--- config.mk ---
export PLATFORM = sky130hd
export DESIGN_NAME = bridge_pwr_dev_flat
export DESIGN_NICKNAME = d
export VERILOG_FILES = /design/src/bridge_pwr_pkg.sv /design/src/bridge_pwr_if.sv /design/src/bridge_pwr_dev.sv /design/src/flat_wrapper.sv
export VERILOG_INCLUDE_DIRS = /design/src /design/src/src
export SDC_FILE = /design/constraint.sdc
export NUM_CORES = 1
export LEC_CHECK = 0
export BUFFER_PORTS_ARGS = -buffer_cell sky130_fd_sc_hd__buf_4
export CAP_MARGIN = 10
export CORE_MARGIN = 5
export CORE_UTILIZATION = 46
export DETAILED_ROUTE_END_ITERATION = 8
export PLACE_DENSITY = 0.79
export SYNTH_ARGS = -nofsm -noshare
export SYNTH_HDL_FRONTEND = slang
export SYNTH_SLANG_ARGS = --single-unit
export TNS_END_PERCENT = 1
--- constraint.sdc ---
create_clock -name sys_clk -period 3.78 [get_ports sys_clk]
set_input_delay 0 -clock sys_clk [delete_from_list [all_inputs] [get_ports sys_clk]]
set_output_delay 0 -clock sys_clk [all_outputs]
set_load 0.02 [all_outputs]
--- src/bridge_pwr_consts.svh ---
// timing and encoding constants for the bridge reset and power sequencer
`ifndef BRIDGE_PWR_CONSTS_SVH
`define BRIDGE_PWR_CONSTS_SVH
`define CLK_PERIOD_PS            32'd4000
`define CLK_PERIOD_NS            32'd4
`define POWER_TO_RESET_MS        32'd100
`define CLOCK_TO_RESET_US        32'd100
`define RAIL_FAIL_TO_RESET_NS    32'd500
`define RESET_ACTIVE_US          32'd100
`define CLK_HOLD_US              32'd100
`define POWER_TO_RESET_CYC  ((`POWER_TO_RESET_MS * 32'd1000000 + \
  `CLK_PERIOD_NS - 32'd1) / `CLK_PERIOD_NS)
`define CLOCK_TO_RESET_CYC  ((`CLOCK_TO_RESET_US * 32'd1000000 + \
  `CLK_PERIOD_PS - 32'd1) / `CLK_PERIOD_PS)
`define RAIL_FAIL_CYC       ((`RAIL_FAIL_TO_RESET_NS * 32'd1000) / \
  `CLK_PERIOD_PS)
`define CLK_HOLD_CYC        ((`CLK_HOLD_US * 32'd1000000 + \
  `CLK_PERIOD_PS - 32'd1) / `CLK_PERIOD_PS)
`define PCIE_START_CYC           8'h10
`define DSTATE_D0                2'h0
`define DSTATE_D1                2'h1
`define DSTATE_D2                2'h2
`define DSTATE_D3HOT             2'h3
`endif

--- src/bridge_pwr_pkg.sv ---
// types shared by both ends of the reset and power link
package bridge_pwr_pkg;
  typedef enum logic [1:0] {BUS_B0, BUS_B1, BUS_B2, BUS_B3} bus_pstate_t;
  typedef enum logic [2:0] {LINK_L0, LINK_L0S, LINK_L1, LINK_L23RDY,
                            LINK_L3} link_pstate_t;
  typedef logic [1:0] dstate_t;
endpackage

--- src/bridge_pwr_if.sv ---
// link between platform power controller and the bridge device
`timescale 1ns/1ps
interface bridge_pwr_if;
  logic fundResetN;
  logic refClkRun;
  logic pmEventPinOut;
  logic pmEventPinOe;
  logic pmEventPinIn;
  logic beacon;
  modport device (input fundResetN, input refClkRun, output pmEventPinOut,
                  output pmEventPinOe, input pmEventPinIn, output beacon);
  modport platform (output fundResetN, output refClkRun,
                    input beacon);
endinterface

--- src/bridge_pwr_dev.sv ---
// bridge device end: reset synchronising, power states, event translation
`timescale 1ns/1ps
`include "bridge_pwr_consts.svh"
module bridge_pwr_dev
  import bridge_pwr_pkg::*;
(
  input  wire logic          sys_clk,
  input  wire logic          reset,
  input  wire logic          reverseMode,
  input  wire logic          dstateWr,
  input  wire logic [1:0]    dstateWrData,
  input  wire logic          stickyWr,
  input  wire logic [7:0]    stickyWrData,
  input  wire logic          pmMsgRx,
  input  wire logic          pmEventAck,
  input  wire logic          linkIdle,
  input  wire logic          linkExitReq,
  input  wire logic          enterL1Req,
  input  wire logic          enterL23Req,
  input  wire logic          wakeReq,
  output logic               linkReset,
  output logic               pmMsgTx,
  output logic [1:0]         dstate,
  output logic               dstateReject,
  output logic [1:0]         busState,
  output logic [2:0]         linkState,
  output logic [7:0]         stickyOut,
  bridge_pwr_if.device       lnk
);
  logic         rstMeta_r;
  logic         rstSync_r;
  logic [7:0]   startCnt_r;
  logic         pinMeta_r;
  logic         pinSync_r;
  logic         pinPrev_r;
  logic         pinDrive_r;
  logic         beacon_r;
  link_pstate_t lstate_r;
  bus_pstate_t  bstate_r;
  logic         held;

  function automatic logic dstate_ok(input logic [1:0] d);
    dstate_ok = (d == `DSTATE_D0) || (d == `DSTATE_D3HOT);
  endfunction

  function automatic bus_pstate_t bus_for(input logic [1:0] d,
                                          input logic       off);
    if (off)
      bus_for = BUS_B3;
    else if (d == `DSTATE_D3HOT)
      bus_for = BUS_B2;
    else
      bus_for = BUS_B0;
  endfunction

  // two-stage synchroniser for the asynchronous fundamental reset
  always_ff @(posedge sys_clk)
  begin
    if (reset)
    begin
      rstMeta_r <= 1'b0;
      rstSync_r <= 1'b0;
    end
    else
    begin
      rstMeta_r <= lnk.fundResetN;
      rstSync_r <= rstMeta_r;
    end
  end

  assign held = ~rstSync_r || (startCnt_r != `PCIE_START_CYC);

  // link functions start only a short count after release
  always_ff @(posedge sys_clk)
  begin
    if (reset || !rstSync_r)
    begin
      startCnt_r <= 8'h0;
      linkReset  <= 1'b1;
    end
    else
    begin
      if (startCnt_r != `PCIE_START_CYC)
        startCnt_r <= startCnt_r + 8'h1;
      linkReset <= held;
    end
  end

  // sticky state: cleared by sys reset only (aux power), not fundamental
  always_ff @(posedge sys_clk)
  begin
    if (reset)
      stickyOut <= 8'h0;
    else if (stickyWr)
      stickyOut <= stickyWrData;
  end

  // device power state; D1 and D2 writes are refused
  always_ff @(posedge sys_clk)
  begin
    if (reset || held)
    begin
      dstate       <= `DSTATE_D0;
      dstateReject <= 1'b0;
    end
    else
    begin
      dstateReject <= dstateWr && !dstate_ok(dstateWrData);
      if (dstateWr && dstate_ok(dstateWrData))
        dstate <= dstateWrData;
    end
  end

  // bus power state follows device state, B3 when main power gone
  always_ff @(posedge sys_clk)
  begin
    if (reset)
      bstate_r <= BUS_B3;
    else
      bstate_r <= bus_for(dstate, held);
  end
  assign busState = bstate_r;

  // link power state machine with active-state entry to L0s
  always_ff @(posedge sys_clk)
  begin
    if (reset || held)
      lstate_r <= LINK_L3;
    else
    begin
      case (lstate_r)
        LINK_L0:
          if (enterL23Req)
            lstate_r <= LINK_L23RDY;
          else if (enterL1Req || dstate == `DSTATE_D3HOT)
            lstate_r <= LINK_L1;
          else if (linkIdle)
            lstate_r <= LINK_L0S;
        LINK_L0S:
          if (!linkIdle || linkExitReq)
            lstate_r <= LINK_L0;
        LINK_L1:
          if (linkExitReq || wakeReq)
            lstate_r <= LINK_L0;
        LINK_L23RDY:
          if (linkExitReq)
            lstate_r <= LINK_L0;
        LINK_L3:
          lstate_r <= LINK_L0;
        default:
          lstate_r <= LINK_L3;
      endcase
    end
  end
  assign linkState = lstate_r;

  // beacon while in a low link state and wakeup wanted
  always_ff @(posedge sys_clk)
  begin
    if (reset)
      beacon_r <= 1'b0;
    else
      beacon_r <= wakeReq && (lstate_r == LINK_L1 ||
                              lstate_r == LINK_L23RDY);
  end
  assign lnk.beacon = beacon_r;

  // event pin sampling for forward mode
  always_ff @(posedge sys_clk)
  begin
    if (reset)
    begin
      pinMeta_r <= 1'b1;
      pinSync_r <= 1'b1;
      pinPrev_r <= 1'b1;
    end
    else
    begin
      pinMeta_r <= lnk.pmEventPinIn;
      pinSync_r <= pinMeta_r;
      pinPrev_r <= pinSync_r;
    end
  end

  // forward: falling edge of pin becomes one upstream message
  always_ff @(posedge sys_clk)
  begin
    if (reset || held)
      pmMsgTx <= 1'b0;
    else
      pmMsgTx <= !reverseMode && pinPrev_r && !pinSync_r;
  end

  // reverse: message drives pin low until acknowledged; set wins
  always_ff @(posedge sys_clk)
  begin
    if (reset || held || !reverseMode)
      pinDrive_r <= 1'b0;
    else if (pmMsgRx)
      pinDrive_r <= 1'b1;
    else if (pmEventAck)
      pinDrive_r <= 1'b0;
  end
  assign lnk.pmEventPinOut = 1'b0;
  assign lnk.pmEventPinOe  = ~pinDrive_r;
endmodule

--- src/flat_wrapper.sv ---
// flat-port wrapper written by rule: the top's interface ports become plain ports
module bridge_pwr_dev_flat import bridge_pwr_pkg::*;
  (sys_clk, reset, reverseMode, dstateWr, dstateWrData, stickyWr, stickyWrData, pmMsgRx, pmEventAck, linkIdle, linkExitReq, enterL1Req, enterL23Req, wakeReq, linkReset, pmMsgTx, dstate, dstateReject, busState, linkState, stickyOut, lnk_fundResetN, lnk_refClkRun, lnk_pmEventPinOut, lnk_pmEventPinOe, lnk_pmEventPinIn, lnk_beacon);
  bridge_pwr_if lnk_i ();
  input  wire logic sys_clk;
  input  wire logic reset;
  input  wire logic reverseMode;
  input  wire logic dstateWr;
  input  wire logic [1:0] dstateWrData;
  input  wire logic stickyWr;
  input  wire logic [7:0] stickyWrData;
  input  wire logic pmMsgRx;
  input  wire logic pmEventAck;
  input  wire logic linkIdle;
  input  wire logic linkExitReq;
  input  wire logic enterL1Req;
  input  wire logic enterL23Req;
  input  wire logic wakeReq;
  output logic linkReset;
  output logic pmMsgTx;
  output logic [1:0] dstate;
  output logic dstateReject;
  output logic [1:0] busState;
  output logic [2:0] linkState;
  output logic [7:0] stickyOut;
  input wire logic [$bits(lnk_i.fundResetN)-1:0] lnk_fundResetN;
  input wire logic [$bits(lnk_i.refClkRun)-1:0] lnk_refClkRun;
  output wire logic [$bits(lnk_i.pmEventPinOut)-1:0] lnk_pmEventPinOut;
  output wire logic [$bits(lnk_i.pmEventPinOe)-1:0] lnk_pmEventPinOe;
  input wire logic [$bits(lnk_i.pmEventPinIn)-1:0] lnk_pmEventPinIn;
  output wire logic [$bits(lnk_i.beacon)-1:0] lnk_beacon;
  assign lnk_i.fundResetN = lnk_fundResetN;
  assign lnk_i.refClkRun = lnk_refClkRun;
  assign lnk_pmEventPinOut = lnk_i.pmEventPinOut;
  assign lnk_pmEventPinOe = lnk_i.pmEventPinOe;
  assign lnk_i.pmEventPinIn = lnk_pmEventPinIn;
  assign lnk_beacon = lnk_i.beacon;
  bridge_pwr_dev u_core (.sys_clk(sys_clk), .reset(reset), .reverseMode(reverseMode), .dstateWr(dstateWr), .dstateWrData(dstateWrData), .stickyWr(stickyWr), .stickyWrData(stickyWrData), .pmMsgRx(pmMsgRx), .pmEventAck(pmEventAck), .linkIdle(linkIdle), .linkExitReq(linkExitReq), .enterL1Req(enterL1Req), .enterL23Req(enterL23Req), .wakeReq(wakeReq), .linkReset(linkReset), .pmMsgTx(pmMsgTx), .dstate(dstate), .dstateReject(dstateReject), .busState(busState), .linkState(linkState), .stickyOut(stickyOut), .lnk(lnk_i));
endmodule
* Word level (Yosys, flattened, before mapping)
Cells that the tools add are included.
** Word-level totals
- Register bits :: 33
- Word-level logic and storage cells :: 63
- Output and inout port bits :: 21
- Input port bits :: 25
** Cells by class
- Mux-type cells :: 10
- Equality and inequality tests :: 11
- Add/sub/neg operators :: 1
- Reduce and logical (&&, ||, !) cells :: 24
- Bitwise logic cells :: 2
** Operators with widths (number)
- $mux 3 :: 6
- $pmux 3 s5 :: 1
- $logic_or 1x1->1 :: 9
- $add 8x1->8 const B :: 1
- $ne 8x5->1 const B :: 1
- $eq 3x2->1 const B :: 2
- $logic_and 1x1->1 :: 5
- $logic_not 1->1 :: 5
- $eq 2x2->1 const B :: 2
- $ne 2x1->1 const B :: 2
- $ne 4x3->1 const B :: 1
- $reduce_and 4->1 :: 1
- $eq 3x1->1 const B :: 1
- $eq 3x3->1 const B :: 1
- $logic_not 3->1 :: 1
- $logic_not 2->1 :: 1
- $mux 1 :: 2
- $mux 2 :: 1
- $ne 2x2->1 const B :: 1
- $not 1->1 :: 2
- $reduce_bool 2->1 :: 1
- $reduce_or 2->1 :: 1

* Logic depth before layout (Yosys ltp)
- Depth after elaboration :: 5
- Mapped depth :: 7
- Gate-level depth less buffers :: 7

* Least setup slack after synthesis
Ideal clock, no wire load.
- Path type :: reg2reg
- Start :: register u_core.startCnt_r[0]
- End :: register u_core.pmMsgTx
- Setup time :: 87 ps
- Stages on the path, launching flop included :: 8
- Arrival :: 1278 ps
- Setup slack :: 2415 ps
- Data required time :: 3693 ps
- Path buffers :: 0
- Cell sequence :: dfxtp_1 inv_1 ha_1 nor4b_4 nand3_4 nor2_4 inv_4 nor4b_4
** On the way
- Word-level cells in the longest chain between the ends :: 3
** Ends and longest elaborated chain
- start, declared :: RTL line bridge_pwr_dev.sv:32 : logic [7:0] startCnt_r;
- start signal, assigned :: RTL line bridge_pwr_dev.sv:84 : startCnt_r <= startCnt_r + 8'h1;
- $ne 8x5->1 (no line)
- $logic_or 1x1->1 :: RTL line bridge_pwr_dev.sv:71 : assign held = ~rstSync_r || (startCnt_r != `PCIE_START_CYC);
- $logic_or 1x1->1 :: RTL line bridge_pwr_dev.sv:188 : if (reset || held)
- end signal, assigned :: RTL line bridge_pwr_dev.sv:191 : pmMsgTx <= !reverseMode && pinPrev_r && !pinSync_r;
- end, declared :: RTL line bridge_pwr_dev.sv:22 : output logic pmMsgTx,
No other way between the ends.
A chain may end at the register's enable or synchronous reset.

* Worst setup path in the final report
Same ends and word-level chain as after synthesis.

==> impl_summary.md <==
Outcome
The flow ran to the end, and the final reports show no timing, DRC or antenna violations.

Setup path
Broken down by cell family, the worst path's largest delay share belongs to simple AND/OR/NAND/NOR gates. The highest net fanout along the worst path is 7. The endpoint required time on the critical path is slightly above 4 ns. The signal on the critical path passes through inv_1 > ha_1 > nor4b_4 > nand3_4 > nor2_4 > inv_4 > nor4b_4.

The worst setup path is captured at a flip-flop. The critical path's largest stage delay is approximately 0.38 ns. The logic depth of the worst setup path including buffers is 7. The slowest cell on the critical path is sky130_fd_sc_hd__dfxtp_1. The dominant cell type by count on the critical path is sky130_fd_sc_hd__nor4b_4. The critical path is of the reg2reg type.

The critical path launch point type is a flip-flop. Together, buffers and inverters on the worst path number 2. The cell count of the worst reg-to-reg path is 7.

Data arrives at the worst endpoint at ~1.8 ns.

CTS
No sink is reached through more buffers than the 2 on the longest clock path. The cts-stage hold buffer count is 29. Once the clock tree was built, the setup fixing pass inserted 0 buffers.

The register clock-pin slew on the reported worst setup and hold paths is around 0.09 ns. TritonCTS built the clock tree. In this run the number of H-tree levels came out at 2.

The number of gates given a new drive strength after cts is 0. The root buffer cell is sky130_fd_sc_hd__clkbuf_4. At the later pin of the worst-skew pair, clock insertion delay measures ~0.33 ns. For this design, the sink count on the clock tree is 33. The number of buffers created by CTS is 5.

Yosys
The portion of the post-synthesis area used by sequential elements is 0.520. The total nets after synthesis is roughly 150. A synthesized cell averages slightly above 10 sq um. The leading area contributor after synthesis is sky130_fd_sc_hd__dfxtp_1. The number of register bits inferred by synthesis is 33. The area of the mapped netlist is between 1000 and 1500 sq um. The yosys synthesis warning count is 0.

Of the post-synthesis cell area, the dominant cell type holds 0.520. After synthesis, the netlist uses 30 different library cells. After synthesis, the cell types taking the most area are sky130_fd_sc_hd__dfxtp_1, sky130_fd_sc_hd__mux2i_1, sky130_fd_sc_hd__nor2_1, sky130_fd_sc_hd__xor2_1, sky130_fd_sc_hd__nor4b_4. In the synthesized netlist, the number of instances is approximately 120.

Placement
The weighted congestion at the end of routability-driven global placement is between 0.7 and 0.8. After detailed placement, the total cell area comes to about 1600 sq um. The final HPWL from detailed placement is about 2.1 mm.

At the placement stage, the worst setup path has a slack of ~2.3 ns. In this run, placement finished with an instance count of ~200. The number of buffers added on ports is 43.

STA
Setup violations remaining at the end of the flow were counted as 0. The highest clock rate is 0.645 GHz. Of the available clock period, the critical path in the final layout requires 0.410.

The shortest period the worst path allows is 1.55 ns. Clock skew on the completed layout was measured at about 0.008 ns. The number of max-slew violations in the final report is 0.

Final hold analysis gives a worst-case slack of 0.0346 ns. Setup repair after global routing left no endpoint under its margin. The final hold violation count came to 0. In the final timing run, aggregate negative setup slack is 0 ns. In the post-route analysis, the smallest setup slack over all paths is around 2.2 ns.

Die
The number of standard-cell rows in the floorplan is 19. The die covers 3910 sq um. The die width is around 63 um. The number of ports placed on the die boundary is 46.

The initial standard-cell utilization of the core is 0.469. The die extent in y is between 60 and 70 um. The area inside the core boundary is roughly 2700 sq um.

Cells and area
The filler cells instantiated in the layout total 190. The utilization after layout is 0.724. Excluding fillers, the count of instances in the completed layout stands at 231.

Compared with the post-synthesis result, the final layout area differs by 54.5%. The number of antenna diodes in the final layout is 0. The final design instance area without fill is 1960 sq um.

The net count of the finished layout is 227. Of the cells placed in the final design, the portion with a size suffix greater than 1 is 0.300.

Pwr
Summed over all cells, the static leakage comes to 0.865 nW. The completed layout was analyzed and its total power is 0.644 mW. The cell area power density is 328 nW/um^2. VDD sags by at most 0.318 mV.

Global routing
The first global-routing pass estimated 6.17 mm of wire. Entering global routing, the biggest net connects 16 pins. The number of global-route vias before repair was 1323. The number of antenna violations at the first check in global routing is 0.

The total global routing track utilization is 0.196. Global routing finished with a remaining overflow of 0.

Min path
The classification of the worst-slack hold path is in2reg. The worst hold path passes through 3 cells.

Route
The ratio of routed vias to standard cells is slightly above 5. The count of nets left with antenna violations once routing finished came out at 0. The number of DRC violations after detailed-routing iteration 0 is 24. The final wirelength is around 3.6 mm. The first TritonRoute pass finished after 4 iterations. The number of remaining DRC errors is 0.

The mean routed wirelength per cell is roughly 16 um. The total vias in the final route is roughly 1200.

Job
The number of maximum-capacitance constraint violations is 0.
flip-flops by register name, summed over array words and instances, names as in the netlist, 2 cells and up:
name and flops:
u_core.startCnt_r 8, u_core.busState 2, u_core.dstate 2, u_core.linkState 3
u_core.stickyOut 8
kinds of logic after synthesis:
family / Yosys count / share of synthesized area
simple gates: 51 / 0.251
flops: 33 / 0.520
compound gates: 11 / 0.0483
mux: 9 / 0.0709
buf+inv: 9 / 0.0315
xor+xnor: 8 / 0.0552
fa+ha+maj: 2 / 0.0197
other cells: 1 / 0.00295
placed cells by master, fill, tap and decap left out:
cell,count
sky130_fd_sc_hd__nor2_1,22
sky130_fd_sc_hd__mux2i_1,9
sky130_fd_sc_hd__clkbuf_4,5
sky130_fd_sc_hd__inv_4,1
sky130_fd_sc_hd__and3_2,1
sky130_fd_sc_hd__nor3_2,2
sky130_fd_sc_hd__xor2_1,6
sky130_fd_sc_hd__or2_2,3
sky130_fd_sc_hd__nor4bb_1,1
sky130_fd_sc_hd__nor4b_1,1
sky130_fd_sc_hd__o211ai_1,1
sky130_fd_sc_hd__nand3_4,1
sky130_fd_sc_hd__xnor2_1,2
sky130_fd_sc_hd__nor2_4,1
sky130_fd_sc_hd__a2111oi_0,1
sky130_fd_sc_hd__or2b_1,1
sky130_fd_sc_hd__nand2_1,3
sky130_fd_sc_hd__clkbuf_8,1
sky130_fd_sc_hd__or4_1,1
sky130_fd_sc_hd__o21ai_0,2
sky130_fd_sc_hd__and3_1,2
sky130_fd_sc_hd__ha_1,2
sky130_fd_sc_hd__inv_1,5
sky130_fd_sc_hd__clkbuf_1,1
sky130_fd_sc_hd__dlygate4sd3_1,29
sky130_fd_sc_hd__nand3_1,5
sky130_fd_sc_hd__conb_1,1
sky130_fd_sc_hd__dfxtp_1,33
sky130_fd_sc_hd__nor4b_4,2
sky130_fd_sc_hd__nand2b_1,2
sky130_fd_sc_hd__nor2b_1,3
sky130_fd_sc_hd__a21oi_1,7
sky130_fd_sc_hd__buf_4,43
worst paths after layout:
check                  startpoint                to  slack, ns
max          u_core.startCnt_r[0]    u_core.pmMsgTx       2.23
min               dstateWrData[1]  u_core.dstate[1]       0.03
max reg2reg  u_core.startCnt_r[0]    u_core.pmMsgTx       2.23
min reg2reg      u_core.pinMeta_r  u_core.pinSync_r       0.45
routing by layer:
layer	global-route usage	vias up	share of wire
met2	0.378	44	0.54
met1	0.195	554	0.38
met4	0.0477	0	0.020
li1	-	560	-
met5	0	-	0
met3	0.0683	8	0.061
power breakdown:
group	total (mW)	switching, mW	leakage, nW	internal (mW)
Clock	0.197	0.110	0.0314	0.0877
Combinational	0.0863	0.0348	0.565	0.0515
Sequential	0.360	0.00526	0.269	0.355
Total	0.644	0.150	0.865	0.494
cell usage after synthesis (all sizes together):
library cell,instances
nor2b,3
xnor2,2
or2,3
inv,6
nor4b,3
nor4bb,1
conb,1
nand2,3
or2b,1
dfxtp,33
nor3,2
o211ai,1
o21ai,2
mux2i,9
and3,3
nand3,6
buf,1
xor2,6
nor2,23
a21oi,7
a2111oi,1
clkbuf,2
or4,1
nand2b,2
ha,2
final cells by class:
class / count / area [sq um] / area share
sequential: 33 / 661 / 0.337
timing repair buffer: 72 / 613 / 0.313
multi-input combinational: 82 / 569 / 0.290
clock buffer: 7 / 55.1 / 0.0281
tap: 31 / 38.8 / 0.0198
inverter: 6 / 25.0 / 0.0128
worst min-delay path, stage by stage:
cell	delay, ns
sky130_fd_sc_hd__buf_4	0.10
sky130_fd_sc_hd__a21oi_1	0.07
sky130_fd_sc_hd__nor3_2	0.15
(Power assumes the default switching activity.)
